$ cat config.mk
export PLATFORM = sky130hd
export DESIGN_NAME = rtc_core
export DESIGN_NICKNAME = d
export VERILOG_FILES = /design/src/rtc_pkg.sv /design/src/cal_if.sv /design/src/cal_counter.sv /design/src/rtc_core.sv
export SDC_FILE = /design/constraint.sdc
export NUM_CORES = 1
export LEC_CHECK = 0
export BUFFER_PORTS_ARGS = -buffer_cell sky130_fd_sc_hd__buf_2
export CORE_MARGIN = 2
export CORE_UTILIZATION = 37
export CTS_CLUSTER_SIZE = 8
export DETAILED_ROUTE_END_ITERATION = 10
export GPL_TIMING_DRIVEN = 0
export PLACE_DENSITY = 0.62
export SLEW_MARGIN = 25
export SYNTH_ARGS = -nofsm -noshare
export SYNTH_HDL_FRONTEND = slang
export SYNTH_SLANG_ARGS = --single-unit
$ cat constraint.sdc
create_clock -name clock -period 4.77 [get_ports clock]
set_input_delay 0.477 -clock clock [delete_from_list [all_inputs] [get_ports clock]]
set_output_delay 0.477 -clock clock [all_outputs]
set_load 0.01 [all_outputs]
$ cat src/rtc_pkg.sv
package rtc_pkg;
    localparam int NUM_FIELDS = 8;
    localparam int RAM_WORDS  = 10;

    // ram image layout
    localparam logic [3:0] RAM_CTRL  = 4'h0;
    localparam logic [3:0] RAM_FLAGS = 4'h1;
    localparam logic [3:0] RAM_TIME0 = 4'h2;
    localparam logic [3:0] RAM_LAST  = 4'h9;
    localparam logic [3:0] CMD_LOAD  = 4'he;
    localparam logic [3:0] CMD_SNAP  = 4'hf;

    // control_status bits
    localparam int CTRL_FREQ = 0;
    localparam int CTRL_FAST = 2;
    localparam int CTRL_PAR  = 3;
    localparam int CTRL_LOCK = 4;

    // field order inside the running clock
    localparam int F_SEC  = 0;
    localparam int F_MIN  = 1;
    localparam int F_HOUR = 2;
    localparam int F_DAY  = 3;
    localparam int F_MON  = 4;
    localparam int F_YEAR = 5;
    localparam int F_WDAY = 6;
    localparam int F_WEEK = 7;

    localparam logic [7:0] FIELD_LO [NUM_FIELDS] = '{8'h00, 8'h00, 8'h00, 8'h01, 8'h01, 8'h00, 8'h01, 8'h00};
    localparam logic [7:0] FIELD_HI [NUM_FIELDS] = '{8'h59, 8'h59, 8'h23, 8'h31, 8'h12, 8'h99, 8'h07, 8'h52};
    // each change flag may only be set while its parent flag is set
    localparam int FLAG_PARENT [NUM_FIELDS] = '{0, 0, 1, 2, 3, 4, 2, 6};

    localparam logic [7:0] MON_FEB   = 8'h02;
    localparam logic [7:0] MON_APR   = 8'h04;
    localparam logic [7:0] MON_JUN   = 8'h06;
    localparam logic [7:0] MON_SEP   = 8'h09;
    localparam logic [7:0] MON_NOV   = 8'h11;
    localparam logic [7:0] DAYS_28   = 8'h28;
    localparam logic [7:0] DAYS_29   = 8'h29;
    localparam logic [7:0] DAYS_30   = 8'h30;
    localparam logic [7:0] WEEK_ZERO = 8'h00;
    localparam logic [7:0] WEEK_ONE  = 8'h01;
    localparam logic [7:0] XMAS_LO   = 8'h25;
    localparam logic [7:0] XMAS_HI   = 8'h27;

    // divider: 32768 Hz oscillator edges
    localparam int          DIV_W    = 15;
    localparam int          FAST_W   = 10;
    localparam int          FREQ_BIT = 6;

    // synchroniser lanes
    localparam int S_OSC = 0;
    localparam int S_CS  = 1;
    localparam int S_RD  = 2;
    localparam int S_WR  = 3;
    localparam int S_IO  = 4;
    localparam int S_W   = 5;
    localparam logic [S_W-1:0] SYNC_RST = 5'h0e;

    localparam logic [2:0] ADDR_LAST_BIT = 3'h3;
    localparam logic [2:0] DATA_LAST_BIT = 3'h7;

    typedef enum logic [1:0] {
        ST_ADDR = 2'b01,
        ST_DATA = 2'b10
    } ser_state_e;
endpackage

$ cat src/cal_if.sv
`timescale 1ns/1ps
interface cal_if;
    logic       tick;
    logic       parallel;
    logic       load;
    logic [7:0] load_data [rtc_pkg::NUM_FIELDS];
    logic [7:0] now       [rtc_pkg::NUM_FIELDS];

    modport core    (output tick, output parallel, output load, output load_data, input now);
    modport counter (input tick, input parallel, input load, input load_data, output now);
endinterface

$ cat src/cal_counter.sv
`timescale 1ns/1ps
module cal_counter (
    input wire logic clock,
    input wire logic clock_en,
    input wire logic arst_n,
    cal_if.counter   cal
);
    logic [7:0] f_q   [rtc_pkg::NUM_FIELDS];
    logic [7:0] inc_v [rtc_pkg::NUM_FIELDS];
    logic [7:0] mend;
    logic       c_min;
    logic       c_hour;
    logic       c_day;
    logic       c_mon;
    logic       c_year;
    logic       wd_wrap;
    logic       xmas;

    function automatic logic bcd_ok(input logic [7:0] v, input logic [7:0] lo, input logic [7:0] hi);
        return (v[3:0] <= 4'h9) && (v[7:4] <= 4'h9) && (v >= lo) && (v <= hi);
    endfunction

    // out-of-range values fall back to the field's cleared value
    function automatic logic [7:0] bcd_inc(input logic [7:0] v, input logic [7:0] lo, input logic [7:0] hi);
        if (!bcd_ok(v, lo, hi) || v == hi)
            return lo; // RULE9
        else if (v[3:0] == 4'h9)
            return {v[7:4] + 4'h1, 4'h0};
        else
            return {v[7:4], v[3:0] + 4'h1};
    endfunction

    // two-digit year: leap when divisible by four
    always_comb begin
        logic leap;
        leap = f_q[rtc_pkg::F_YEAR][4] ? (f_q[rtc_pkg::F_YEAR][3:0] == 4'h2 || f_q[rtc_pkg::F_YEAR][3:0] == 4'h6)
                                       : (f_q[rtc_pkg::F_YEAR][3:0] == 4'h0 || f_q[rtc_pkg::F_YEAR][3:0] == 4'h4
                                          || f_q[rtc_pkg::F_YEAR][3:0] == 4'h8);
        if (f_q[rtc_pkg::F_MON] == rtc_pkg::MON_FEB)
            mend = leap ? rtc_pkg::DAYS_29 : rtc_pkg::DAYS_28; // RULE10
        else if (f_q[rtc_pkg::F_MON] == rtc_pkg::MON_APR || f_q[rtc_pkg::F_MON] == rtc_pkg::MON_JUN
                 || f_q[rtc_pkg::F_MON] == rtc_pkg::MON_SEP || f_q[rtc_pkg::F_MON] == rtc_pkg::MON_NOV)
            mend = rtc_pkg::DAYS_30;
        else
            mend = rtc_pkg::FIELD_HI[rtc_pkg::F_DAY];
    end

    for (genvar i = 0; i < rtc_pkg::NUM_FIELDS; i++) begin : g_field
        assign inc_v[i] = bcd_inc(f_q[i], rtc_pkg::FIELD_LO[i], (i == rtc_pkg::F_DAY) ? mend : rtc_pkg::FIELD_HI[i]);
        assign cal.now[i] = f_q[i];
    end

    assign c_min   = f_q[rtc_pkg::F_SEC] == rtc_pkg::FIELD_HI[rtc_pkg::F_SEC];
    assign c_hour  = c_min && f_q[rtc_pkg::F_MIN] == rtc_pkg::FIELD_HI[rtc_pkg::F_MIN];
    assign c_day   = c_hour && f_q[rtc_pkg::F_HOUR] == rtc_pkg::FIELD_HI[rtc_pkg::F_HOUR];
    assign c_mon   = c_day && f_q[rtc_pkg::F_DAY] == mend;
    assign c_year  = c_mon && f_q[rtc_pkg::F_MON] == rtc_pkg::FIELD_HI[rtc_pkg::F_MON];
    assign wd_wrap = c_day && f_q[rtc_pkg::F_WDAY] == rtc_pkg::FIELD_HI[rtc_pkg::F_WDAY];
    assign xmas    = f_q[rtc_pkg::F_MON] == rtc_pkg::FIELD_HI[rtc_pkg::F_MON]
                     && f_q[rtc_pkg::F_DAY] >= rtc_pkg::XMAS_LO && f_q[rtc_pkg::F_DAY] <= rtc_pkg::XMAS_HI;

    always_ff @(posedge clock or negedge arst_n) begin
        if (!arst_n) begin
            for (int i = 0; i < rtc_pkg::NUM_FIELDS; i++) begin
                f_q[i] <= rtc_pkg::FIELD_LO[i];
            end
        end else if (clock_en) begin
            if (cal.load) begin
                f_q <= cal.load_data; // RULE25
            end else if (cal.tick && cal.parallel) begin
                f_q <= inc_v; // RULE19 RULE20
            end else if (cal.tick) begin
                // normal carries, BCD throughout
                f_q[rtc_pkg::F_SEC] <= inc_v[rtc_pkg::F_SEC]; // RULE8
                if (c_min)
                    f_q[rtc_pkg::F_MIN] <= inc_v[rtc_pkg::F_MIN];
                if (c_hour)
                    f_q[rtc_pkg::F_HOUR] <= inc_v[rtc_pkg::F_HOUR];
                if (c_day) begin
                    f_q[rtc_pkg::F_DAY]  <= inc_v[rtc_pkg::F_DAY];
                    f_q[rtc_pkg::F_WDAY] <= inc_v[rtc_pkg::F_WDAY]; // RULE13
                end
                if (c_mon)
                    f_q[rtc_pkg::F_MON] <= inc_v[rtc_pkg::F_MON];
                if (c_year)
                    f_q[rtc_pkg::F_YEAR] <= inc_v[rtc_pkg::F_YEAR];
                if (wd_wrap) begin // RULE11
                    if (f_q[rtc_pkg::F_WEEK] == rtc_pkg::FIELD_HI[rtc_pkg::F_WEEK])
                        f_q[rtc_pkg::F_WEEK] <= xmas ? rtc_pkg::WEEK_ZERO : rtc_pkg::WEEK_ONE; // RULE12
                    else
                        f_q[rtc_pkg::F_WEEK] <= inc_v[rtc_pkg::F_WEEK]; // RULE10
                end
            end
        end
    end
endmodule

$ cat src/rtc_core.sv
// Functional notes
// [RULE1] host writes zero to control_status then loads time after power failure
// [RULE2] snapshot updates every change flag against the previous snapshot
// [RULE3] seconds flag bit 0 is set exactly when seconds changed
// [RULE4] a flag for a larger unit needs all smaller-unit flags set
// [RULE5] clock load clears all change flags
// [RULE6] lock bit 4 of control_status makes clock load ignored
// [RULE7] host programs the lock bit after power failure
// [RULE8] all eight fields kept and counted in packed BCD within range
// [RULE9] out-of-range field clears on its next increment
// [RULE10] leap-year month end and automatic week number
// [RULE11] week number advances only when weekday wraps 7 to 1
// [RULE12] week 52 day 7 on December 25-27 goes to week 0, else 1
// [RULE13] weekday counts 1 to 7, Monday is 1
// [RULE14] snapshot values in the ram image stay until next snapshot
// [RULE15] host issues a snapshot before reading time
// [RULE16] host writes ram, clears lock, then issues clock load
// [RULE17] control bit 0 and chip select high pulse data pin at 256 Hz
// [RULE18] bit 2 alone speeds timekeeping by 32 with carries
// [RULE19] bit 3 alone increments all fields each second without carry
// [RULE20] both test bits give carry-free parallel increment 32 times a second
// [RULE21] host clears test bits and reloads time after testing
// [RULE22] divider accepts external drive up to 128 kHz, combined with tests
// [RULE23] no interrupt output, host polls the change flags
// [RULE24] address codes e and f end the cycle and run load or snapshot
// [RULE25] clock load copies ram addresses 2 to 9 into the running clock
// [RULE26] ram image: status at 0 and 1, time 2 to 5, date 6 to 9; the core puts day of month at 5 and month at 6
// [RULE27] one-second tick by binary division of the 32768 Hz oscillator
// [RULE28] time updates never stall a host access, no busy indication
`timescale 1ns/1ps
module rtc_core (
    input  wire logic clock,
    input  wire logic clock_en,
    input  wire logic arst_n,
    input  wire logic osc_out_pin,
    input  wire logic cs_n,
    input  wire logic rd_n,
    input  wire logic wr_n,
    input  wire logic io_in,
    output logic      io_out,
    output logic      io_oe_n
);
    cal_if cal ();

    logic [rtc_pkg::S_W-1:0]   sync1_q;
    logic [rtc_pkg::S_W-1:0]   sync2_q;
    logic                      osc_prev_q;
    logic [rtc_pkg::DIV_W-1:0] div_q;
    logic                      wr_prev_q;
    logic                      rd_prev_q;
    rtc_pkg::ser_state_e       state_q;
    logic [2:0]                cnt_q;
    logic [3:0]                addr_q;
    logic [7:0]                shift_q;
    logic [7:0]                ram_q  [rtc_pkg::RAM_WORDS];
    logic [7:0]                prev_q [rtc_pkg::NUM_FIELDS];
    logic                      io_out_q;
    logic                      io_oe_n_q;

    logic       osc_rise;
    logic       tick_sec;
    logic       tick_fast;
    logic       wr_act;
    logic       rd_act;
    logic       wr_end;
    logic       rd_end;
    logic       io_bit;
    logic [3:0] addr_full;
    logic       cmd_word;
    logic       load_go;
    logic       snap_go;
    logic       commit;
    logic       rd_bit;
    logic       freq_on;
    logic [7:0] flags;
    logic       io_out_d;
    logic       io_oe_n_d;

    // every pin and the oscillator are asynchronous to clock
    always_ff @(posedge clock or negedge arst_n) begin
        if (!arst_n) begin
            sync1_q <= rtc_pkg::SYNC_RST;
            sync2_q <= rtc_pkg::SYNC_RST;
        end else if (clock_en) begin
            sync1_q <= {io_in, wr_n, rd_n, cs_n, osc_out_pin};
            sync2_q <= sync1_q;
        end
    end

    // binary divider on oscillator edges; works for any drive rate far below clock
    assign osc_rise  = sync2_q[rtc_pkg::S_OSC] && !osc_prev_q; // RULE22
    assign tick_sec  = osc_rise && (&div_q); // RULE27
    assign tick_fast = osc_rise && (&div_q[rtc_pkg::FAST_W-1:0]);

    always_ff @(posedge clock or negedge arst_n) begin
        if (!arst_n) begin
            osc_prev_q <= 1'b0;
            div_q      <= '0;
        end else if (clock_en) begin
            osc_prev_q <= sync2_q[rtc_pkg::S_OSC];
            if (osc_rise)
                div_q <= div_q + rtc_pkg::DIV_W'(1); // RULE27
        end
    end

    // test modes pick the rate and the carry behaviour independently
    // ticks touch only the hidden clock, never the serial state, so access never stalls
    assign cal.tick     = ram_q[rtc_pkg::RAM_CTRL][rtc_pkg::CTRL_FAST] ? tick_fast : tick_sec; // RULE18 RULE20 RULE28
    assign cal.parallel = ram_q[rtc_pkg::RAM_CTRL][rtc_pkg::CTRL_PAR]; // RULE19
    assign cal.load     = load_go;

    for (genvar i = 0; i < rtc_pkg::NUM_FIELDS; i++) begin : g_load
        assign cal.load_data[i] = ram_q[i + rtc_pkg::RAM_TIME0]; // RULE25 RULE26
    end

    cal_counter u_counter (
        .clock    (clock),
        .clock_en (clock_en),
        .arst_n   (arst_n),
        .cal      (cal.counter)
    );

    // serial access: bits are taken when the strobe pulse ends
    assign wr_act    = !sync2_q[rtc_pkg::S_CS] && !sync2_q[rtc_pkg::S_WR];
    assign rd_act    = !sync2_q[rtc_pkg::S_CS] && !sync2_q[rtc_pkg::S_RD];
    assign wr_end    = wr_prev_q && !wr_act;
    assign rd_end    = rd_prev_q && !rd_act;
    assign io_bit    = sync2_q[rtc_pkg::S_IO];
    assign addr_full = {io_bit, addr_q[2:0]};
    assign cmd_word  = wr_end && state_q == rtc_pkg::ST_ADDR && cnt_q == rtc_pkg::ADDR_LAST_BIT;
    assign load_go   = cmd_word && addr_full == rtc_pkg::CMD_LOAD
                       && !ram_q[rtc_pkg::RAM_CTRL][rtc_pkg::CTRL_LOCK]; // RULE6
    assign snap_go   = cmd_word && addr_full == rtc_pkg::CMD_SNAP; // RULE24
    assign commit    = wr_end && state_q == rtc_pkg::ST_DATA && cnt_q == rtc_pkg::DATA_LAST_BIT
                       && addr_q <= rtc_pkg::RAM_LAST;

    always_ff @(posedge clock or negedge arst_n) begin
        if (!arst_n) begin
            wr_prev_q <= 1'b0;
            rd_prev_q <= 1'b0;
        end else if (clock_en) begin
            wr_prev_q <= wr_act;
            rd_prev_q <= rd_act;
        end
    end

    always_ff @(posedge clock or negedge arst_n) begin
        if (!arst_n) begin
            state_q <= rtc_pkg::ST_ADDR;
            cnt_q   <= '0;
            addr_q  <= '0;
            shift_q <= '0;
        end else if (clock_en) begin
            if (wr_end) begin
                unique case (state_q)
                    rtc_pkg::ST_ADDR: begin
                        addr_q[cnt_q[1:0]] <= io_bit;
                        if (cnt_q == rtc_pkg::ADDR_LAST_BIT) begin
                            cnt_q <= '0;
                            // command codes end the cycle at once
                            if (addr_full < rtc_pkg::CMD_LOAD)
                                state_q <= rtc_pkg::ST_DATA; // RULE24
                        end else begin
                            cnt_q <= cnt_q + 3'h1;
                        end
                    end
                    rtc_pkg::ST_DATA: begin
                        shift_q <= {io_bit, shift_q[7:1]};
                        if (cnt_q == rtc_pkg::DATA_LAST_BIT) begin
                            cnt_q   <= '0;
                            state_q <= rtc_pkg::ST_ADDR;
                        end else begin
                            cnt_q <= cnt_q + 3'h1;
                        end
                    end
                endcase
            end else if (rd_end) begin
                unique case (state_q)
                    // reads cannot open a cycle; they realign the address count instead
                    rtc_pkg::ST_ADDR: cnt_q <= '0;
                    rtc_pkg::ST_DATA: begin
                        if (cnt_q == rtc_pkg::DATA_LAST_BIT) begin
                            cnt_q   <= '0;
                            state_q <= rtc_pkg::ST_ADDR;
                        end else begin
                            cnt_q <= cnt_q + 3'h1;
                        end
                    end
                endcase
            end
        end
    end

    // change flags, masked so a larger unit never shows without its smaller ones
    // no interrupt line: the host polls these after each snapshot (RULE23)
    always_comb begin
        flags = '0;
        for (int i = 0; i < rtc_pkg::NUM_FIELDS; i++) begin
            flags[i] = cal.now[i] != prev_q[i]; // RULE2 RULE23
            if (i != rtc_pkg::F_SEC)
                flags[i] = flags[i] && flags[rtc_pkg::FLAG_PARENT[i]]; // RULE4
        end
    end

    // ram image: host writes, snapshot and load are the only writers
    always_ff @(posedge clock or negedge arst_n) begin
        if (!arst_n) begin
            for (int i = 0; i < rtc_pkg::RAM_WORDS; i++) begin
                ram_q[i] <= '0;
            end
        end else if (clock_en) begin
            if (commit) begin
                ram_q[addr_q] <= {io_bit, shift_q[7:1]}; // RULE1 RULE16
            end else if (snap_go) begin
                ram_q[rtc_pkg::RAM_FLAGS] <= flags; // RULE3
                for (int i = 0; i < rtc_pkg::NUM_FIELDS; i++) begin
                    ram_q[i + rtc_pkg::RAM_TIME0] <= cal.now[i]; // RULE14
                end
            end else if (load_go) begin
                ram_q[rtc_pkg::RAM_FLAGS] <= '0; // RULE5
            end
        end
    end

    // reference for the next snapshot's comparison
    always_ff @(posedge clock or negedge arst_n) begin
        if (!arst_n) begin
            for (int i = 0; i < rtc_pkg::NUM_FIELDS; i++) begin
                prev_q[i] <= rtc_pkg::FIELD_LO[i];
            end
        end else if (clock_en) begin
            if (snap_go)
                prev_q <= cal.now; // RULE2
            else if (load_go)
                prev_q <= cal.load_data; // RULE5
        end
    end

    // data pin: read data while strobed, otherwise the weak 256 Hz pulse
    assign rd_bit  = (addr_q <= rtc_pkg::RAM_LAST) ? ram_q[addr_q][cnt_q] : 1'b0;
    assign freq_on = ram_q[rtc_pkg::RAM_CTRL][rtc_pkg::CTRL_FREQ] && sync2_q[rtc_pkg::S_CS]
                     && div_q[rtc_pkg::FREQ_BIT]; // RULE17

    always_comb begin
        io_out_d  = 1'b1;
        io_oe_n_d = 1'b1;
        if (rd_act && state_q == rtc_pkg::ST_DATA) begin
            io_out_d  = rd_bit;
            io_oe_n_d = 1'b0;
        end else if (freq_on) begin
            io_oe_n_d = 1'b0; // RULE17
        end
    end

    always_ff @(posedge clock or negedge arst_n) begin
        if (!arst_n) begin
            io_out_q  <= 1'b1;
            io_oe_n_q <= 1'b1;
        end else if (clock_en) begin
            io_out_q  <= io_out_d;
            io_oe_n_q <= io_oe_n_d;
        end
    end

    assign io_out  = io_out_q;
    assign io_oe_n = io_oe_n_q;
endmodule

[Word-level counts from Yosys, hierarchy flattened]
Cells that the tools add are included.
Cells by class
  add/subtract/negate cells: 18
  multipliers: 0
  divide/modulo/power cells: 0
  magnitude comparators: 41
  equality and inequality tests: 41
  shifts and indexed selects: 0
  mux-type cells: 67
  bitwise operators: 1
  reductions and logical operators: 119
Operators with widths (count)
  64-bit 2-to-1 mux: 6
  8-bit 2-to-1 mux: 30
  80-bit bitwise mux: 1
  72-bit 2-to-1 mux: 1
  4-bit less-or-equal comparator, second input constant: 17
  4-bit by 1-bit adder with 4-bit output, second input constant: 16
  8-bit by 1-bit >= comparator with 1-bit output, second input constant: 8
  8-bit inequality test: 8
  1-bit logical AND: 59
  4-bit equality test, second input constant: 11
  8-bit binary-select mux with 4-bit select: 1
  8-bit demux with 4-bit select: 1
  8-bit by 3-bit equality test with 1-bit output, second input constant: 3
  8-bit by 7-bit equality test with 1-bit output, second input constant: 3
  8-bit by 7-bit less-or-equal comparator with 1-bit output, second input constant: 3
  3-bit AND reduction: 8
  3-bit nonzero test: 8
  8-bit by 5-bit equality test with 1-bit output, second input constant: 2
  8-bit by 6-bit less-or-equal comparator with 1-bit output, second input constant: 2
  15-bit by 1-bit adder with 15-bit output, second input constant: 1
  1-bit zero test: 15
  15-bit AND reduction: 1
  1-bit logical OR: 14
  2-bit AND reduction: 7
  other kinds (37): 61
Storage, ports and cells
  flip-flop bits (word level): 255
  latch bits: 0
  memory bits (writable): 0
  ROM bits: 0
  input bits: 8
  word-level logic and storage cells: 325
  memories kept: 0

[Longest topological paths before layout]
  depth in word-level cells: 15
  depth in mapped cells: 15

[By module]
From an unflattened synthesis, not the netlist that was laid out.
Second synthesis, totals
  cell total of the unflattened synthesis: 1530
  area total of the unflattened synthesis: 14580.2 sq um
Modules (own cells, without submodules)
  rtc_core: times used 1, cells an instance 1013, area an instance 10121.0 sq um, seq. area each 4769.6 sq um
  cal_counter: times used 1, cells an instance 517, area an instance 4459.3 sq um, seq. area each 1605.3 sq um

[Worst setup path after synthesis]
OpenSTA, ideal clock, no wires.
  kind: register to register
  from: register u_counter.f_q, in the netlist u_counter.cal.now[25]
  to: register u_counter.f_q, in the netlist u_counter.cal.now[37]
  library setup time: 0.121 ns
  data arrival time: 3.349 ns
  setup slack: 1.300 ns
  cell stages (with the launch flop): 13
  buffers on the path: 1
  period minus slack after synthesis: 3.470 ns
  cells stage by stage: dfrtp_1 buf_4 or4b_2 nor3_1 nand2_1 o32a_1 ha_1 or4b_2 a211oi_1 o2111ai_1 nor2_1 a21oi_2 o22a_1
On the way
  longest elaborated chain between the ends: 15
  elaborated cells on any way between the ends: 20
  those cells by class: order compare: 1; eq/ne: 6; mux: 7; reduce/logical: 6
RTL lines
  start: declaration: line cal_counter.sv:8  | logic [7:0] f_q [rtc_pkg::NUM_FIELDS];
  start signal: indexed assignment: line cal_counter.sv:65  | f_q[i] <= rtc_pkg::FIELD_LO[i];
  start signal: assignment: line cal_counter.sv:69  | f_q <= cal.load_data;
  start signal: assignment: line cal_counter.sv:71  | f_q <= inc_v;
  8-bit by 3-bit equality test with 1-bit output: line cal_counter.sv:41  | else if (f_q[rtc_pkg::F_MON] == rtc_pkg::MON_APR || f_q[rtc_pkg::F_MON] == rtc_pkg::MON_JUN
  1-bit logical OR: line cal_counter.sv:41
  1-bit logical OR (2 in a row): line cal_counter.sv:42  | || f_q[rtc_pkg::F_MON] == rtc_pkg::MON_SEP || f_q[rtc_pkg::F_MON] == rtc_pkg::MON_NOV)
  1-bit 2-to-1 mux: line cal_counter.sv:41
  8-bit 2-to-1 mux (*): line cal_counter.sv:39  | if (f_q[rtc_pkg::F_MON] == rtc_pkg::MON_FEB)
  8-bit less-or-equal comparator: line cal_counter.sv:20  | return (v[3:0] <= 4'h9) && (v[7:4] <= 4'h9) && (v >= lo) && (v <= hi);
  1-bit logical AND: line cal_counter.sv:20
  1-bit zero test: line cal_counter.sv:25  | if (!bcd_ok(v, lo, hi) || v == hi)
  1-bit logical OR (*): line cal_counter.sv:25
  8-bit 2-to-1 mux (*): line cal_counter.sv:25
  8-bit 2-to-1 mux: line cal_counter.sv:79  | if (c_day) begin
  64-bit 2-to-1 mux: line cal_counter.sv:72  | end else if (cal.tick) begin
  64-bit 2-to-1 mux (*): line cal_counter.sv:70  | end else if (cal.tick && cal.parallel) begin
  64-bit 2-to-1 mux (*): line cal_counter.sv:68  | if (cal.load) begin
Every way passes the cells marked *; elsewhere a longest branch is shown, timed or not. The select of a mux whose other input is x is not followed.
A chain may end at the register's enable or synchronous reset.

[Worst setup path after layout]
  from: register u_counter.f_q, in the netlist u_counter.cal.now[25]
  to: register u_counter.f_q, in the netlist u_counter.cal.now[36]
Same word-level chain as after synthesis.

==> flow_summary.json <==
{
  "grt_max_degree": 92,
  "synth_edf_count": 0,
  "synth_warnings": 0,
  "ys_ff_latch": 254,
  "path_max_fanout": 10,
  "setup_violations": 0,
  "fin_crit_ns": 4.29,
  "cts_resized": 0,
  "drv_cap": 0,
  "hold_viol_final": 0,
  "finalCritPeriodShare": 0.899,
  "layout.nets": 1660,
  "cts_buffers": 37,
  "dp_slack_ns": 0.598,
  "ant_nets": 0,
  "dp_hpwl_um": 34000,
  "synthCells": 1567,
  "cts_root_buf": "clkbuf_16",
  "cp_slowest_cell": "or4b_2",
  "dieArea_um2": 41000,
  "drc": 0,
  "fin_skew_ns": 0.0187,
  "num_vias": 12500,
  "routedWlPerCell_um": 22.6,
  "clk_latency_ns": 0.52,
  "slowest_delay_ns": 0.62,
  "gp_congestion": 0.972,
  "cts_max_path_buffers": 3,
  "slew_headroom": 0.215,
  "crit_required_ns": 5.19,
  "p_per_area_nw_per_um2": 421,
  "ys_types": 95,
  "cts_setup_buffers": 0,
  "antenna_cells": 0,
  "die_width_um": 202,
  "hp-class": "primary input to flop",
  "htree_num_levels": 2,
  "outcome": "complete, no violations",
  "grt_pass1_vias": 12100,
  "leakage_nw": 6.60,
  "finalWirelength_um": 48600,
  "die_h_um": 202,
  "grt_antenna_before_repair": 0,
  "firstDrtPassIters": 5,
  "clock.fmax_mhz": 233,
  "endpoint_kind": "flop",
  "synth_ff_type": "dfrtp_1",
  "crit_type": "flop to flop",
  "tritoncts": "yes",
  "synth_area_um2": 14600,
  "std_cell_rows": 72,
  "start_kind": "flop",
  "area_growth_pct": 12.6,
  "placedCellCount": 2095,
  "grt_usage": 0.236,
  "drive_gt1_frac": 0.114,
  "synthArstFlopShare": 1.00,
  "rsz0062_at_grt": "no",
  "drt_iter0_drc": 1138,
  "crit_arrival_ns": 4.71,
  "synthTopCellsByArea": "dfrtp_1, mux2i_1, o21ai_0, a21oi_1, nand2_1",
  "finalPower_mw": 6.91,
  "grt_pass1_wl_um": 74500,
  "pin_count": 10,
  "worstMarginPinSlew_ns": 1.18,
  "fillCellCount": 3817,
  "syn-num-nets": 1610,
  "start_util": 0.376,
  "seq_area_frac_synth": 0.438,
  "yosysTopAreaCell": "dfrtp_1",
  "path_cells": "buf_4, or4b_2, nor3_1, nand2_1, o32a_1, ha_1, or4b_2, a211oi_1, o2111ai_1, nand2b_1, nor3_1, a21oi_1, o22ai_1",
  "overflow": 0,
  "drv_slew": 0,
  "timing.final.ws_setup_ns": 0.482,
  "avgSynthCellArea_um2": 9.29,
  "core_area_um2": 38700,
  "cts.sinks": 254,
  "ir_drop_mv": 0.267,
  "synth_top_area_frac": 0.411,
  "clk_pin_slew_ns": 0.05,
  "via_per_inst": 5.82,
  "port_buffers": 8,
  "fin_cells": 2153,
  "setup_tns_ns": 0
}
cells in the final DEF, fill, tap and decap left out, drive strengths merged, types with 35 or more instances in the layout:
cell type	Yosys	final
nor2	136	136
o21ai	157	157
xnor2	57	57
buf	37	47
clkbuf	83	139
o22ai	78	78
mux2	46	46
a21oi	129	129
nand2	154	154
ha	35	35
inv	40	41
dfrtp	239	239
mux2i	87	87
cell families (layout without fill, tap and decap cells):
family | after synthesis | after routing | synth area share
xor gates and xnor gates | 80 | 80 | 0.0481
muxes | 136 | 136 | 0.101
and+or+nand+nor | 443 | 443 | 0.147
AOI/OAI and AO/OA | 458 | 458 | 0.186
buffers and inverters | 160 | 228 | 0.0497
DFF | 254 | 254 | 0.438
adders and majority gates | 36 | 36 | 0.0308
worst paths after layout:
path                                            start                    end  cells after the start  slack [ns]
worst max-delay path            u_counter.cal.now[25]  u_counter.cal.now[36]                     13        0.48
worst min-delay path                      osc_out_pin             sync1_q[0]                      2        0.20
worst max register to register  u_counter.cal.now[25]  u_counter.cal.now[36]                     13        0.48
worst min register to register              div_q[14]              div_q[14]                      1        0.46
max in group asynchronous                      arst_n              prev_q[8]                      3        3.25
min in group asynchronous                      arst_n  u_counter.cal.now[53]                      2        0.57
metrics by stage:
stage	hold slack [ns]	utilization	instance area (um2)
5_1_grt	0.198	0.423	16400
6_report	0.195	0.423	16400
3_5_place_dp	0.454	0.396	15300
3_3_place_gp	0.457	0.394	15300
2_1_floorplan	0.181	-	14600
4_1_cts	0.183	0.423	16400
worst max-delay path, delay by kind of cell (launching register included):
kind | cells | cell delay (ns)
AOI/OAI and AO/OA | 5 | 0.96
adders and majority gates | 1 | 0.30
buffers and inverters | 1 | 0.17
DFF | 1 | 0.33
and+or+nand+nor | 6 | 2.46
flip-flops by register name (all words and copies together) (netlist names), 2 cells and up:
| signal | count |
|---|---|
| cal.load_data | 64 |
| prev_q | 64 |
| u_counter.cal.now | 64 |
| div_q | 15 |
| ram_q | 15 |
| shift_q | 7 |
| sync1_q | 5 |
| sync2_q | 5 |
| addr_q | 4 |
| cnt_q | 3 |
| state_q | 2 |
where the power goes:
part	switching, mW	internal (mW)
registers	0.615	2.57
logic	0.746	0.525
clock network	0.962	1.48
total	2.32	4.58
cells in the mapped netlist (all sizes together), types with 22 or more instances:
cell type and count:
nand2 154, xor2 23, nand4 22, dfrtp 239, clkbuf 83, nor3 33, mux2 46, o22ai 78
mux2i 87, inv 40, ha 35, nor2 136, buf 37, xnor2 57, o21ai 157, a21oi 129
nand3 24
cell type report:
class / instances / area, um2 / area share
clock inverters: 1 / 8.76 / 0.000534
well taps: 518 / 648 / 0.0395
repair buffers: 11 / 115 / 0.00702
flip-flops and latches: 254 / 6370 / 0.389
plain buffers: 120 / 573 / 0.0350
clock buffers: 56 / 1040 / 0.0634
multi-input cells: 1153 / 7480 / 0.456
inverters: 40 / 150 / 0.00916
what timing repair did:
item | 4_1_cts | 5_1_grt
setup endpoints to repair | 0 | 0
endpoints found under the hold margin | 2 | 0
hold buffers | 1 | 0
layer usage:
| metal | part of all wire | up-vias | routed length [um] | track usage |
|---|---|---|---|---|
| li1 | - | 5710 | - | - |
| met1 | 0.44 | 6228 | 21200 | 0.330 |
| met2 | 0.45 | 493 | 22000 | 0.368 |
| met3 | 0.073 | 100 | 3550 | 0.0401 |
| met4 | 0.038 | 0 | 1820 | 0.0850 |
| met5 | 0 | - | 0 | 0 |
No activity file was read; power rests on OpenSTA's default activity.
